--- src/hdl/dpicu_pkg.sv ---
// Constants shared by the disk parameter-in command unit
package dpicu_pkg;
  // Opcodes
  localparam logic [7:0] OP_BAD_REPORT = 8'h00;
  localparam logic [7:0] OP_FAULT_CLR  = 8'h01;
  localparam logic [7:0] OP_ALERT_CLR  = 8'h02;
  localparam logic [7:0] OP_SEEK       = 8'h03;
  localparam logic [7:0] OP_REZERO     = 8'h04;
  localparam logic [7:0] OP_DETAIL_TWO = 8'h0D;
  localparam logic [7:0] OP_DETAIL_ONE = 8'h0E;
  localparam logic [7:0] OP_STATUS     = 8'h0F;
  localparam logic [7:0] OP_ATTR_REP   = 8'h10;
  localparam logic [7:0] OP_ALERT_SET  = 8'h11;
  localparam logic [7:0] OP_RESERVE    = 8'h12;
  localparam logic [7:0] OP_RELEASE    = 8'h13;
  localparam logic [7:0] OP_SEL_RESET  = 8'h14;
  localparam logic [7:0] OP_LANDING    = 8'h15;
  // Primary status octet bits
  localparam int PS_BAD_OPCODE = 0;
  localparam int PS_BAD_ARG    = 1;
  localparam int PS_NOT_READY  = 2;
  localparam int PS_FAULT      = 3;
  localparam int PS_SEEKING    = 4;
  // Detail status one and two bits
  localparam int D1_LAND_FAIL  = 0;
  localparam int D1_REFUSED    = 6;
  localparam int D2_INIT_DONE  = 0;
  localparam int D2_RESV_HERE  = 2;
  localparam int D2_RESV_ELSE  = 4;
  localparam int D2_SEIZED     = 5;
  // Register byte offsets
  localparam logic [7:0] REG_TARGET = 8'h00;
  localparam logic [7:0] REG_LIMIT  = 8'h04;
  localparam logic [7:0] REG_ATTRN  = 8'h08;
  localparam logic [7:0] REG_ATTRW  = 8'h0C;
  localparam logic [7:0] REG_STATUS = 8'h10;
  localparam logic [7:0] REG_POS    = 8'h14;
  localparam logic [7:0] REG_SETUP  = 8'h18;
  // Reset values and bus response codes
  localparam logic [15:0] CYL_LIMIT_RST  = 16'h0400;
  localparam logic [7:0]  STROBE_NOMINAL = 8'h00;
  localparam logic [7:0]  OFFSET_NONE    = 8'h00;
  localparam logic [1:0]  RESP_OKAY      = 2'h0;
  localparam logic [1:0]  RESP_SLVERR    = 2'h2;
endpackage : dpicu_pkg

--- src/hdl/dpicu_top.sv ---
// Command decoder for parameter-in commands, with AXI4-Lite registers
//
// The register addresses and the AXI4-Lite interface to the registers were chosen for this implementation.
`timescale 1ns/1ps
// How it works
// (RULE1) Opcode 00 sets and returns bad-opcode flag
// (RULE2) Fault-clear keeps only still-active fault bits
// (RULE3) Fault-clear drops alert only when faults gone
// (RULE4) Alert-clear drops alert; only recurrence re-raises
// (RULE5) Seek moves to target, offset to none
// (RULE6) Out-of-range target: alert and bad-argument
// (RULE7) Every finished seek raises alert
// (RULE8) Rezero: cylinder zero, nominal strobe, no offset
// (RULE9) 0D/0E return detail octets, change nothing
// (RULE10) Opcode 0F returns status, pure no-op
// (RULE11) Unimplemented optional opcode: alert, bad-opcode
// (RULE12) Opcode 10 returns selected attribute byte
// (RULE13) Opcode 11 raises alert only
// (RULE14) Reserve/release need more than one port
// (RULE15) Reserved: others get status opcodes only
// (RULE16) Selection reserves implicitly; explicit until release
// (RULE17) Common status per port, cleared per port
// (RULE18) Gate drop with all lines: forced release
// (RULE19) Reserve sets detail-two bits 2 and 4
// (RULE20) Release clears reservation bits everywhere
// (RULE21) Selective reset clears, then init bit, alert
// (RULE22) Landing seek: not-ready, alert, fail bit
// (RULE23) Attribute number holds until reloaded
// (RULE24) Unknown mandatory-range opcode treated as unimplemented
module dpicu_top #(
  parameter int          NP  = 2,
  parameter int          PW  = 1,
  parameter int          FW  = 4,
  parameter logic [15:0] LZC = 16'hFFFF
) (
  input  wire logic          clk_sys,
  input  wire logic          rstn,
  input  wire logic [7:0]    s_axi_awaddr,
  input  wire logic          s_axi_awvalid,
  output logic               s_axi_awready,
  input  wire logic [31:0]   s_axi_wdata,
  input  wire logic [3:0]    s_axi_wstrb,
  input  wire logic          s_axi_wvalid,
  output logic               s_axi_wready,
  output logic [1:0]         s_axi_bresp,
  output logic               s_axi_bvalid,
  input  wire logic          s_axi_bready,
  input  wire logic [7:0]    s_axi_araddr,
  input  wire logic          s_axi_arvalid,
  output logic               s_axi_arready,
  output logic [31:0]        s_axi_rdata,
  output logic [1:0]         s_axi_rresp,
  output logic               s_axi_rvalid,
  input  wire logic          s_axi_rready,
  input  wire logic          cmdValid,
  input  wire logic [7:0]    cmdOpcode,
  input  wire logic [PW-1:0] cmdPort,
  output logic               cmdReady,
  output logic               replyValid,
  output logic [7:0]         replyOctet,
  output logic [PW-1:0]      replyPort,
  input  wire logic [NP-1:0] portGate,
  input  wire logic [NP-1:0] portSelect,
  input  wire logic [7:0]    commandLines,
  input  wire logic [FW-1:0] faultCause,
  output logic               seekStart,
  output logic [15:0]        seekCyl,
  input  wire logic          seekDone,
  input  wire logic          seekFail,
  output logic [NP-1:0]      hostAlert,
  output logic [7:0]         readStrobeSetting,
  output logic [7:0]         headOffsetSetting
);
  typedef enum logic [1:0] {ST_IDLE, ST_SEEK, ST_INIT} dpicu_state_t;

  // Bus slave state
  logic        awHeld, wHeld, next_awHeld, next_wHeld, wrFire;
  logic [7:0]  awAddr, next_awAddr;
  logic [31:0] wData, next_wData, rdWord;
  logic        next_awready, next_wready, next_bvalid, next_arready, next_rvalid;
  logic [1:0]  next_bresp, next_rresp;
  logic [31:0] next_rdata;
  logic        wrKnown;

  // Command state
  dpicu_state_t state, next_state;
  logic [7:0]    primSt [NP];
  logic [7:0]    next_primSt [NP];
  logic [7:0]    det1 [NP];
  logic [7:0]    next_det1 [NP];
  logic [7:0]    det2 [NP];
  logic [7:0]    next_det2 [NP];
  logic [FW-1:0] faultLat [NP];
  logic [FW-1:0] next_faultLat [NP];
  logic [FW-1:0] faultPrev;
  logic [NP-1:0] gatePrev, next_hostAlert, alertSet;
  logic          resvValid, resvExplicit, next_resvValid, next_resvExplicit;
  logic [PW-1:0] resvPort, next_resvPort, operPort, next_operPort;
  logic          landing, next_landing;
  logic [15:0]   targetCyl, next_targetCyl, cylLimit, next_cylLimit;
  logic [15:0]   curCyl, next_curCyl, next_seekCyl;
  logic [7:0]    attrNum, next_attrNum, attrData;
  logic [7:0]    next_strobe, next_offset, next_replyOctet;
  logic          next_replyValid, next_seekStart, cmdFire, refuse, isStatusOp;
  logic [7:0]    det1Sel;

  assign cmdFire    = cmdValid && cmdReady;
  assign isStatusOp = (cmdOpcode == dpicu_pkg::OP_DETAIL_TWO) ||
                      (cmdOpcode == dpicu_pkg::OP_DETAIL_ONE) ||
                      (cmdOpcode == dpicu_pkg::OP_STATUS);
  assign refuse     = resvValid && (resvPort != cmdPort) && !isStatusOp; // RULE15
  assign det1Sel    = det1[cmdPort];
  assign wrFire     = awHeld && wHeld && !s_axi_bvalid;
  assign wrKnown    = (awAddr <= dpicu_pkg::REG_SETUP) && (awAddr[1:0] == 2'h0);

  // Attribute byte follows the held attribute number
  dpicu_attr_mem #(.AW(8), .DW(8)) uAttr (
    .clk_sys (clk_sys),
    .wrEn    (wrFire && awAddr == dpicu_pkg::REG_ATTRW),
    .wrAddr  (attrNum),
    .wrData  (wData[7:0]),
    .rdAddr  (attrNum),
    .rdData  (attrData)
  );

  // Register read mux, unmapped words read zero
  always_comb begin
    case (s_axi_araddr)
      dpicu_pkg::REG_TARGET: rdWord = {16'h0000, targetCyl};
      dpicu_pkg::REG_LIMIT:  rdWord = {16'h0000, cylLimit};
      dpicu_pkg::REG_ATTRN:  rdWord = {24'h000000, attrNum};
      dpicu_pkg::REG_ATTRW:  rdWord = {24'h000000, attrData};
      dpicu_pkg::REG_STATUS: rdWord = {6'h00, state, det2[0], det1[0], primSt[0]};
      dpicu_pkg::REG_POS:    rdWord = {14'h0000, hostAlert[1:0], curCyl};
      dpicu_pkg::REG_SETUP:  rdWord = {16'h0000, headOffsetSetting, readStrobeSetting};
      default:               rdWord = 32'h00000000;
    endcase
  end

  // AXI4-Lite handshakes; address and data taken in either order
  always_comb begin
    next_awHeld = awHeld;
    next_awAddr = awAddr;
    next_wHeld  = wHeld;
    next_wData  = wData;
    next_bvalid = s_axi_bvalid && !s_axi_bready;
    next_bresp  = s_axi_bresp;
    next_rvalid = s_axi_rvalid && !s_axi_rready;
    next_rdata  = s_axi_rdata;
    next_rresp  = s_axi_rresp;
    if (s_axi_awvalid && s_axi_awready) begin
      next_awHeld = 1'b1;
      next_awAddr = s_axi_awaddr;
    end
    if (s_axi_wvalid && s_axi_wready) begin
      next_wHeld = 1'b1;
      next_wData = s_axi_wdata;
    end
    if (wrFire) begin
      next_awHeld = 1'b0;
      next_wHeld  = 1'b0;
      next_bvalid = 1'b1;
      next_bresp  = wrKnown ? dpicu_pkg::RESP_OKAY : dpicu_pkg::RESP_SLVERR;
    end
    if (s_axi_arvalid && s_axi_arready) begin
      next_rvalid = 1'b1;
      next_rdata  = rdWord;
      next_rresp  = (s_axi_araddr <= dpicu_pkg::REG_SETUP && s_axi_araddr[1:0] == 2'h0) ?
                    dpicu_pkg::RESP_OKAY : dpicu_pkg::RESP_SLVERR;
    end
    next_awready = !next_awHeld;
    next_wready  = !next_wHeld;
    next_arready = !next_rvalid;
  end

  always_ff @(posedge clk_sys) begin
    if (!rstn) begin
      awHeld <= 1'b0; awAddr <= 8'h00; wHeld <= 1'b0; wData <= 32'h00000000;
      s_axi_awready <= 1'b0; s_axi_wready <= 1'b0; s_axi_arready <= 1'b0;
      s_axi_bvalid <= 1'b0; s_axi_bresp <= 2'h0;
      s_axi_rvalid <= 1'b0; s_axi_rresp <= 2'h0; s_axi_rdata <= 32'h00000000;
    end else begin
      awHeld <= next_awHeld; awAddr <= next_awAddr; wHeld <= next_wHeld; wData <= next_wData;
      s_axi_awready <= next_awready; s_axi_wready <= next_wready;
      s_axi_arready <= next_arready;
      s_axi_bvalid <= next_bvalid; s_axi_bresp <= next_bresp;
      s_axi_rvalid <= next_rvalid; s_axi_rresp <= next_rresp; s_axi_rdata <= next_rdata;
    end
  end

  // Command decode; clears first, hardware events OR in last so a set wins
  always_comb begin
    next_state = state;
    next_primSt = primSt;
    next_det1 = det1;
    next_det2 = det2;
    next_faultLat = faultLat;
    next_hostAlert = hostAlert;
    alertSet = '0;
    next_resvValid = resvValid;
    next_resvExplicit = resvExplicit;
    next_resvPort = resvPort;
    next_operPort = operPort;
    next_landing = landing;
    next_targetCyl = targetCyl;
    next_cylLimit = cylLimit;
    next_curCyl = curCyl;
    next_seekCyl = seekCyl;
    next_attrNum = attrNum;
    next_strobe = readStrobeSetting;
    next_offset = headOffsetSetting;
    next_seekStart = 1'b0;
    next_replyValid = 1'b0;
    next_replyOctet = replyOctet;
    // Register writes from software; attribute number holds until rewritten
    if (wrFire && awAddr == dpicu_pkg::REG_TARGET) next_targetCyl = wData[15:0];
    if (wrFire && awAddr == dpicu_pkg::REG_LIMIT) next_cylLimit = wData[15:0];
    if (wrFire && awAddr == dpicu_pkg::REG_ATTRN) next_attrNum = wData[7:0]; // RULE23
    if (wrFire && awAddr == dpicu_pkg::REG_SETUP) begin
      next_strobe = wData[7:0];
      next_offset = wData[15:8];
    end
    // Implicit reservation follows selection while no explicit one holds
    if (!resvValid) begin
      for (int p = NP - 1; p >= 0; p--) begin
        if (portSelect[p]) begin
          next_resvValid = 1'b1; // RULE16
          next_resvPort = PW'(p);
        end
      end
    end else if (!resvExplicit && !portSelect[resvPort]) begin
      next_resvValid = 1'b0; // RULE16
    end
    if (cmdFire) begin
      next_operPort = cmdPort;
      next_replyValid = 1'b1;
      if (refuse) begin
        next_det1[cmdPort][dpicu_pkg::D1_REFUSED] = 1'b1; // RULE15
        alertSet[cmdPort] = 1'b1;
      end else begin
        case (cmdOpcode)
          dpicu_pkg::OP_BAD_REPORT: next_primSt[cmdPort][dpicu_pkg::PS_BAD_OPCODE] = 1'b1; // RULE1
          dpicu_pkg::OP_FAULT_CLR: begin
            next_faultLat[cmdPort] = faultCause; // RULE2 RULE17
            if (faultCause == '0) next_hostAlert[cmdPort] = 1'b0; // RULE3
          end
          dpicu_pkg::OP_ALERT_CLR: next_hostAlert[cmdPort] = 1'b0; // RULE4
          dpicu_pkg::OP_SEEK: begin
            next_offset = dpicu_pkg::OFFSET_NONE; // RULE5
            if (targetCyl >= cylLimit) begin
              next_primSt[cmdPort][dpicu_pkg::PS_BAD_ARG] = 1'b1; // RULE6
              alertSet[cmdPort] = 1'b1;
            end else begin
              next_seekCyl = targetCyl; // RULE5
              next_seekStart = 1'b1;
              next_landing = 1'b0;
              next_state = ST_SEEK;
            end
          end
          dpicu_pkg::OP_REZERO: begin
            next_strobe = dpicu_pkg::STROBE_NOMINAL; // RULE8
            next_offset = dpicu_pkg::OFFSET_NONE;
            next_seekCyl = 16'h0000;
            next_seekStart = 1'b1;
            next_landing = 1'b0;
            next_state = ST_SEEK;
          end
          dpicu_pkg::OP_DETAIL_TWO, dpicu_pkg::OP_DETAIL_ONE,
          dpicu_pkg::OP_STATUS, dpicu_pkg::OP_ATTR_REP: ; // RULE9 RULE10 RULE12
          dpicu_pkg::OP_ALERT_SET: alertSet[cmdPort] = 1'b1; // RULE13
          dpicu_pkg::OP_RESERVE, dpicu_pkg::OP_RELEASE: begin
            if (NP < 2) begin
              next_primSt[cmdPort][dpicu_pkg::PS_BAD_OPCODE] = 1'b1; // RULE14
              alertSet[cmdPort] = 1'b1;
            end else begin
              for (int p = 0; p < NP; p++) begin
                next_det2[p][dpicu_pkg::D2_RESV_HERE] = 1'b0; // RULE20
                next_det2[p][dpicu_pkg::D2_RESV_ELSE] = 1'b0;
                if (cmdOpcode == dpicu_pkg::OP_RESERVE) begin
                  next_det2[p][dpicu_pkg::D2_RESV_HERE] = (PW'(p) == cmdPort); // RULE19
                  next_det2[p][dpicu_pkg::D2_RESV_ELSE] = (PW'(p) != cmdPort);
                end
              end
              next_resvValid = (cmdOpcode == dpicu_pkg::OP_RESERVE) || portSelect[cmdPort];
              next_resvExplicit = (cmdOpcode == dpicu_pkg::OP_RESERVE);
              next_resvPort = cmdPort;
            end
          end
          dpicu_pkg::OP_SEL_RESET: begin
            next_primSt[cmdPort] = 8'h00; // RULE21
            next_det1[cmdPort] = 8'h00;
            next_faultLat[cmdPort] = '0;
            next_hostAlert[cmdPort] = 1'b0;
            next_state = ST_INIT;
          end
          dpicu_pkg::OP_LANDING: begin
            next_primSt[cmdPort][dpicu_pkg::PS_NOT_READY] = 1'b1; // RULE22
            next_seekCyl = LZC;
            next_seekStart = 1'b1;
            next_landing = 1'b1;
            next_state = ST_SEEK;
          end
          default: begin
            next_primSt[cmdPort][dpicu_pkg::PS_BAD_OPCODE] = 1'b1; // RULE11 RULE24
            alertSet[cmdPort] = 1'b1;
          end
        endcase
      end
    end
    // Motion and initial-state completion
    case (state)
      ST_SEEK: begin
        if (seekDone || seekFail) begin
          next_state = ST_IDLE;
          alertSet[operPort] = 1'b1; // RULE7 RULE8 RULE22
          next_primSt[operPort][dpicu_pkg::PS_NOT_READY] = 1'b0;
          if (seekDone && !landing) next_curCyl = seekCyl;
          if (seekFail && landing) next_det1[operPort][dpicu_pkg::D1_LAND_FAIL] = 1'b1; // RULE22
        end
      end
      ST_INIT: begin
        next_strobe = dpicu_pkg::STROBE_NOMINAL;
        next_offset = dpicu_pkg::OFFSET_NONE;
        next_det2[operPort][dpicu_pkg::D2_INIT_DONE] = 1'b1; // RULE21
        alertSet[operPort] = 1'b1;
        next_state = ST_IDLE;
      end
      default: ;
    endcase
    // Forced release by a falling gate with every command line active
    for (int p = 0; p < NP; p++) begin
      if (resvValid && gatePrev[p] && !portGate[p] && (&commandLines) &&
          PW'(p) != resvPort) begin
        next_resvValid = 1'b0; // RULE18
        next_resvExplicit = 1'b0;
        next_det2[resvPort][dpicu_pkg::D2_SEIZED] = 1'b1;
        alertSet[resvPort] = 1'b1;
        for (int q = 0; q < NP; q++) begin
          next_det2[q][dpicu_pkg::D2_RESV_HERE] = 1'b0;
          next_det2[q][dpicu_pkg::D2_RESV_ELSE] = 1'b0;
        end
      end
    end
    // Common fault causes reach every port; a new cause alerts again
    for (int p = 0; p < NP; p++) begin
      next_faultLat[p] = next_faultLat[p] | faultCause; // RULE17 RULE2
      if ((faultCause & ~faultPrev) != '0) alertSet[p] = 1'b1; // RULE4
    end
    next_hostAlert = next_hostAlert | alertSet;
    // Reply built from updated state so clears show in the returned octet
    if (cmdFire) begin
      next_replyOctet = next_primSt[cmdPort];
      next_replyOctet[dpicu_pkg::PS_FAULT] = |next_faultLat[cmdPort];
      next_replyOctet[dpicu_pkg::PS_SEEKING] = (next_state == ST_SEEK);
      if (!refuse && cmdOpcode == dpicu_pkg::OP_DETAIL_TWO) next_replyOctet = det2[cmdPort];
      if (!refuse && cmdOpcode == dpicu_pkg::OP_DETAIL_ONE) next_replyOctet = det1[cmdPort];
      if (!refuse && cmdOpcode == dpicu_pkg::OP_ATTR_REP) next_replyOctet = attrData;
    end
  end

  always_ff @(posedge clk_sys) begin
    if (!rstn) begin
      state <= ST_IDLE;
      for (int p = 0; p < NP; p++) begin
        primSt[p] <= 8'h00; det1[p] <= 8'h00; det2[p] <= 8'h00; faultLat[p] <= '0;
      end
      faultPrev <= '0; gatePrev <= '0; hostAlert <= '0;
      resvValid <= 1'b0; resvExplicit <= 1'b0; resvPort <= '0; operPort <= '0;
      landing <= 1'b0; targetCyl <= 16'h0000; cylLimit <= dpicu_pkg::CYL_LIMIT_RST;
      curCyl <= 16'h0000; seekCyl <= 16'h0000; attrNum <= 8'h00;
      readStrobeSetting <= dpicu_pkg::STROBE_NOMINAL;
      headOffsetSetting <= dpicu_pkg::OFFSET_NONE;
      seekStart <= 1'b0; replyValid <= 1'b0; replyOctet <= 8'h00; replyPort <= '0;
      cmdReady <= 1'b0;
    end else begin
      state <= next_state;
      primSt <= next_primSt; det1 <= next_det1; det2 <= next_det2; faultLat <= next_faultLat;
      faultPrev <= faultCause; gatePrev <= portGate; hostAlert <= next_hostAlert;
      resvValid <= next_resvValid; resvExplicit <= next_resvExplicit;
      resvPort <= next_resvPort; operPort <= next_operPort;
      landing <= next_landing; targetCyl <= next_targetCyl; cylLimit <= next_cylLimit;
      curCyl <= next_curCyl; seekCyl <= next_seekCyl; attrNum <= next_attrNum;
      readStrobeSetting <= next_strobe; headOffsetSetting <= next_offset;
      seekStart <= next_seekStart; replyValid <= next_replyValid;
      replyOctet <= next_replyOctet; replyPort <= next_operPort;
      cmdReady <= (next_state == ST_IDLE) && !(cmdFire && next_state != state);
    end
  end
endmodule : dpicu_top

--- src/hdl/dpicu_attr_mem.sv ---
// Attribute table storage with registered read data
`timescale 1ns/1ps
module dpicu_attr_mem #(
  parameter int AW = 8,
  parameter int DW = 8
) (
  input  wire logic          clk_sys,
  input  wire logic          wrEn,
  input  wire logic [AW-1:0] wrAddr,
  input  wire logic [DW-1:0] wrData,
  input  wire logic [AW-1:0] rdAddr,
  output logic      [DW-1:0] rdData
);
  logic [DW-1:0] mem [2**AW];

  // Read follows the address one cycle later
  always_ff @(posedge clk_sys) begin
    if (wrEn) begin
      mem[wrAddr] <= wrData;
    end
    rdData <= mem[rdAddr];
  end
endmodule : dpicu_attr_mem

--- config.mk ---
export PLATFORM = sky130hd
export DESIGN_NAME = dpicu_top
export DESIGN_NICKNAME = d
export VERILOG_FILES = /design/src/hdl/dpicu_pkg.sv /design/src/hdl/dpicu_top.sv /design/src/hdl/dpicu_attr_mem.sv
export SDC_FILE = /design/constraint.sdc
export NUM_CORES = 2
export LEC_CHECK = 0
export ABC_AREA = 1
export CAP_MARGIN = 20
export CORE_ASPECT_RATIO = 1.75
export CORE_MARGIN = 1.5
export CORE_UTILIZATION = 30
export DETAILED_ROUTE_END_ITERATION = 8
export DONT_BUFFER_PORTS = 1
export PLACE_DENSITY = 0.42
export SYNTH_ARGS = -nofsm -noshare
export SYNTH_HDL_FRONTEND = slang
export SYNTH_SLANG_ARGS = --single-unit
--- constraint.sdc ---
create_clock -name clk_sys -period 10.5 [get_ports clk_sys]
set_input_delay 0 -clock clk_sys [delete_from_list [all_inputs] [get_ports clk_sys]]
set_output_delay 0 -clock clk_sys [all_outputs]
set_load 0.05 [all_outputs]
==> impl_metrics.yaml <==
status:
  status: "finished, final reports clean"
timing:
  period_share_pct: 45.2
  tightestPinTransition_ps: 1140
  setup_slack_ps: 5750
  finClkSkew_ps: 38.3
  rsz0062_at_grt: "false"
  slew_violations: 0
  hold_viol_final: 0
  fin_crit_ps: 4750
  setup_tns_ps: 0
  hold_slack_ps: 93.9
  fmax_ghz: 0.211
  finalSetupViolCount: 0
  relSlewSlack_pct: 24.2
clocking:
  clk_latency_ps: 860
  clockBufferDepth: 4
  htreeDepth: 4
  clk_pin_slew_ps: 70
  cts_resized: 0
  cts-buffers-inserted: 209
  cts_sinks: 2272
  cts_root_buffer: "clkbuf_16"
  cts_tree: "done"
  postCtsSetupRepairBufs: 0
synth:
  async_flop_share_pct: 0
  syn-cell-area_mm2: 0.0865
  seq_area_frac_synth_pct: 76.3
  synth_cells: 6110
  synthFlopType: "edfxtp_1"
  synth_edf_count: 2048
  syn_area_per_cell_um2: 14.2
  synth.distinct_cells: 52
  yosysWarnings: 0
  synth_seq_cells: 2272
worst_setup_path:
  endpoint_kind: "flip-flop"
  cp_cell_sequence: "nor2_1 > inv_1 > nor2_1 > nand2_1 > nor4_4 > buf_4 > nand3_1 > nor2_1"
  crit_top_cell: "nor2_1"
  max_stage_delay_ps: 1030
  critical-path-slowest-cell: "nor2_1"
  start_kind: "flip-flop"
  path_class: "flip-flop to flip-flop"
  crit_required_ps: 10980
  arrival_ps: 5230
  crit_fanout: 24
final_layout:
  final_layout_size_suffix_gt1_share_pct: 7.08
  final_core_util_pct: 34.5
  final_cell_mix: "2048 x edfxtp_1, 1035 x a22oi_1, 802 x nand2_1"
  fillers: 27800
  nNetsFinal: 6331
  fin_area_mm2: 0.0989
  syn2layout_area_growth_pct: 14.4
  fin_cells: 10200
  layout_commonest_cell: "edfxtp_1"
placement:
  place.gp.congestion: 0.837
  place_ws_ps: 5870
  post-dp-hpwl_um: 174000
  placed_area_mm2: 0.0910
  placed_cells: 9660
  port_buffers: 0
drt:
  topRoutingLayerUsed: "met4"
  dr.pass1.iters: 6
  dr_wl_met2_um: 155000
  vias: 52800
  wl_um: 290000
  antenna_left: 0
  first_iter_violations: 4304
  met3WireLength_um: 12000
  wl_per_cell_um: 28.5
  m1WireLength_um: 111000
  drc: 0
  viasPerCell: 5.18
die:
  fp.dieW_um: 409
  pin_count: 174
  die_area_mm2: 0.292
  core_area_mm2: 0.287
  std_cell_rows: 260
  initial_core_util_pct: 30.2
  dieHeight_um: 713
job:
  drv_cap: 0
grt:
  grt_pass1_wl_um: 407000
  grt_pass1_vias: 53300
  gr-total-overflow: 0
  grt_max_degree: 160
  grt_usage_pct: 19.3
  antenna_found_initial: 8
power_and_ir_drop:
  seqPwrFrac_pct: 55.7
  swShare_pct: 21.4
  switchingPower_mw: 3.84
  pwr-share-comb_pct: 2.7
  peakVddDrop_v: 0.000140
  power_frac_clock_pct: 41.5
  p_leak_nw: 31.6
  cellPowerDensity_mw_per_mm2: 182
  p_int_mw: 14.1
  power_mw: 18.0
worst_hold_path:
  holdCritPathClass: "input port to flip-flop"
worst max-delay path, delay by kind of cell (launching register included):
kind | cells | cell delay, ps
and+or+nand+nor | 6 | 2970
DFF | 1 | 490
buffers and inverters | 2 | 880
logic make-up after synthesis:
group,count (synthesis),synth area share (%)
flip-flops,2272,76.3
AO/OA/AOI/OAI,1756,13.7
other,1,0.00433
buffers and inverters,596,2.87
AND/OR/NAND/NOR,1467,6.89
adder cells (fa/ha/maj),18,0.260
per-layer routing:
metal,up-vias,GRT usage (%)
li1,23600,-
met1,27400,22.4
met2,1453,36.1
met3,417,1.94
met4,0,7.53
met5,-,0
sequential cells by signal, indices dropped and copies added (netlist names), 2 cells and up, named ones only:
name / flops
uAttr.mem: 2048
s_axi_rdata: 23
curCyl: 16
cylLimit: 16
det1: 16
seekCyl: 16
targetCyl: 16
wData: 16
primSt: 12
attrNum: 8
awAddr: 8
faultLat: 8
headOffsetSetting: 8
readStrobeSetting: 8
replyOctet: 8
uAttr.rdData: 8
det2: 6
faultPrev: 4
gatePrev: 2
hostAlert: 2
state: 2
layout make-up:
cell class | instances | area (um2) | share of cell area, %
repair buffers | 264 | 2590 | 2.62
inverters | 227 | 871 | 0.880
flip-flops and latches | 2272 | 66000 | 66.7
clock buffers | 265 | 5600 | 5.66
clock inverters | 101 | 826 | 0.835
multi-input cells | 3252 | 18300 | 18.5
diodes | 4 | 10.0 | 0.0101
well taps | 3799 | 4750 | 4.80
cells in the mapped netlist, drive strengths merged (2+ instances only):
master,n,area share [%]
a211oi,13,0.11
nor3,30,0.19
edfxtp,2048,71
nand2,823,3.6
or2,4,0.029
a22oi,1035,9.0
a21oi,387,2.2
a41oi,3,0.030
o21bai,2,0.017
o211ai,30,0.26
dfxtp,224,5.2
a21boi,41,0.36
clkbuf,161,0.70
a22o,7,0.071
o22ai,25,0.18
a31oi,4,0.029
ha,18,0.26
a21o,5,0.043
nand3,70,0.41
a221oi,24,0.24
nand4,48,0.35
nor2,448,2.0
nor4,39,0.30
o221ai,2,0.020
o31ai,24,0.21
buf,208,1.2
o21ai,145,0.84
nand3b,2,0.017
nor4b,2,0.020
clkinv,11,0.048
o41ai,3,0.030
inv,216,0.94
what timing repair did:
action                                  in CTS  in global routing
hold buffers                               154                  0
hold endpoints to repair                   205                  0
endpoints found under the setup margin       0                  0
power groups by stage:
stage / clock, mW / combinational, mW / sequential (mW)
3_3_place_gp: 0 / 0.408 / 10.2
3_5_place_dp: 0 / 0.429 / 10.2
2_1_floorplan: 0 / 0.166 / 10.3
4_1_cts: 7.63 / 0.494 / 10.0
5_1_grt: 7.90 / 0.530 / 10.0
6_report: 7.47 / 0.489 / 10.0
final timing paths:
kind | startpoint | end | slack [ps] | cells after the start
max | s_axi_bvalid | uAttr.mem[157][7] | 5750 | 8
min | faultCause[3] | faultLat[3] | 90 | 3
max reg2reg | s_axi_bvalid | uAttr.mem[157][7] | 5750 | 8
min reg2reg | det1[7] | det1[7] | 440 | 2
Note: power is estimated with default switching activity, not from simulation.
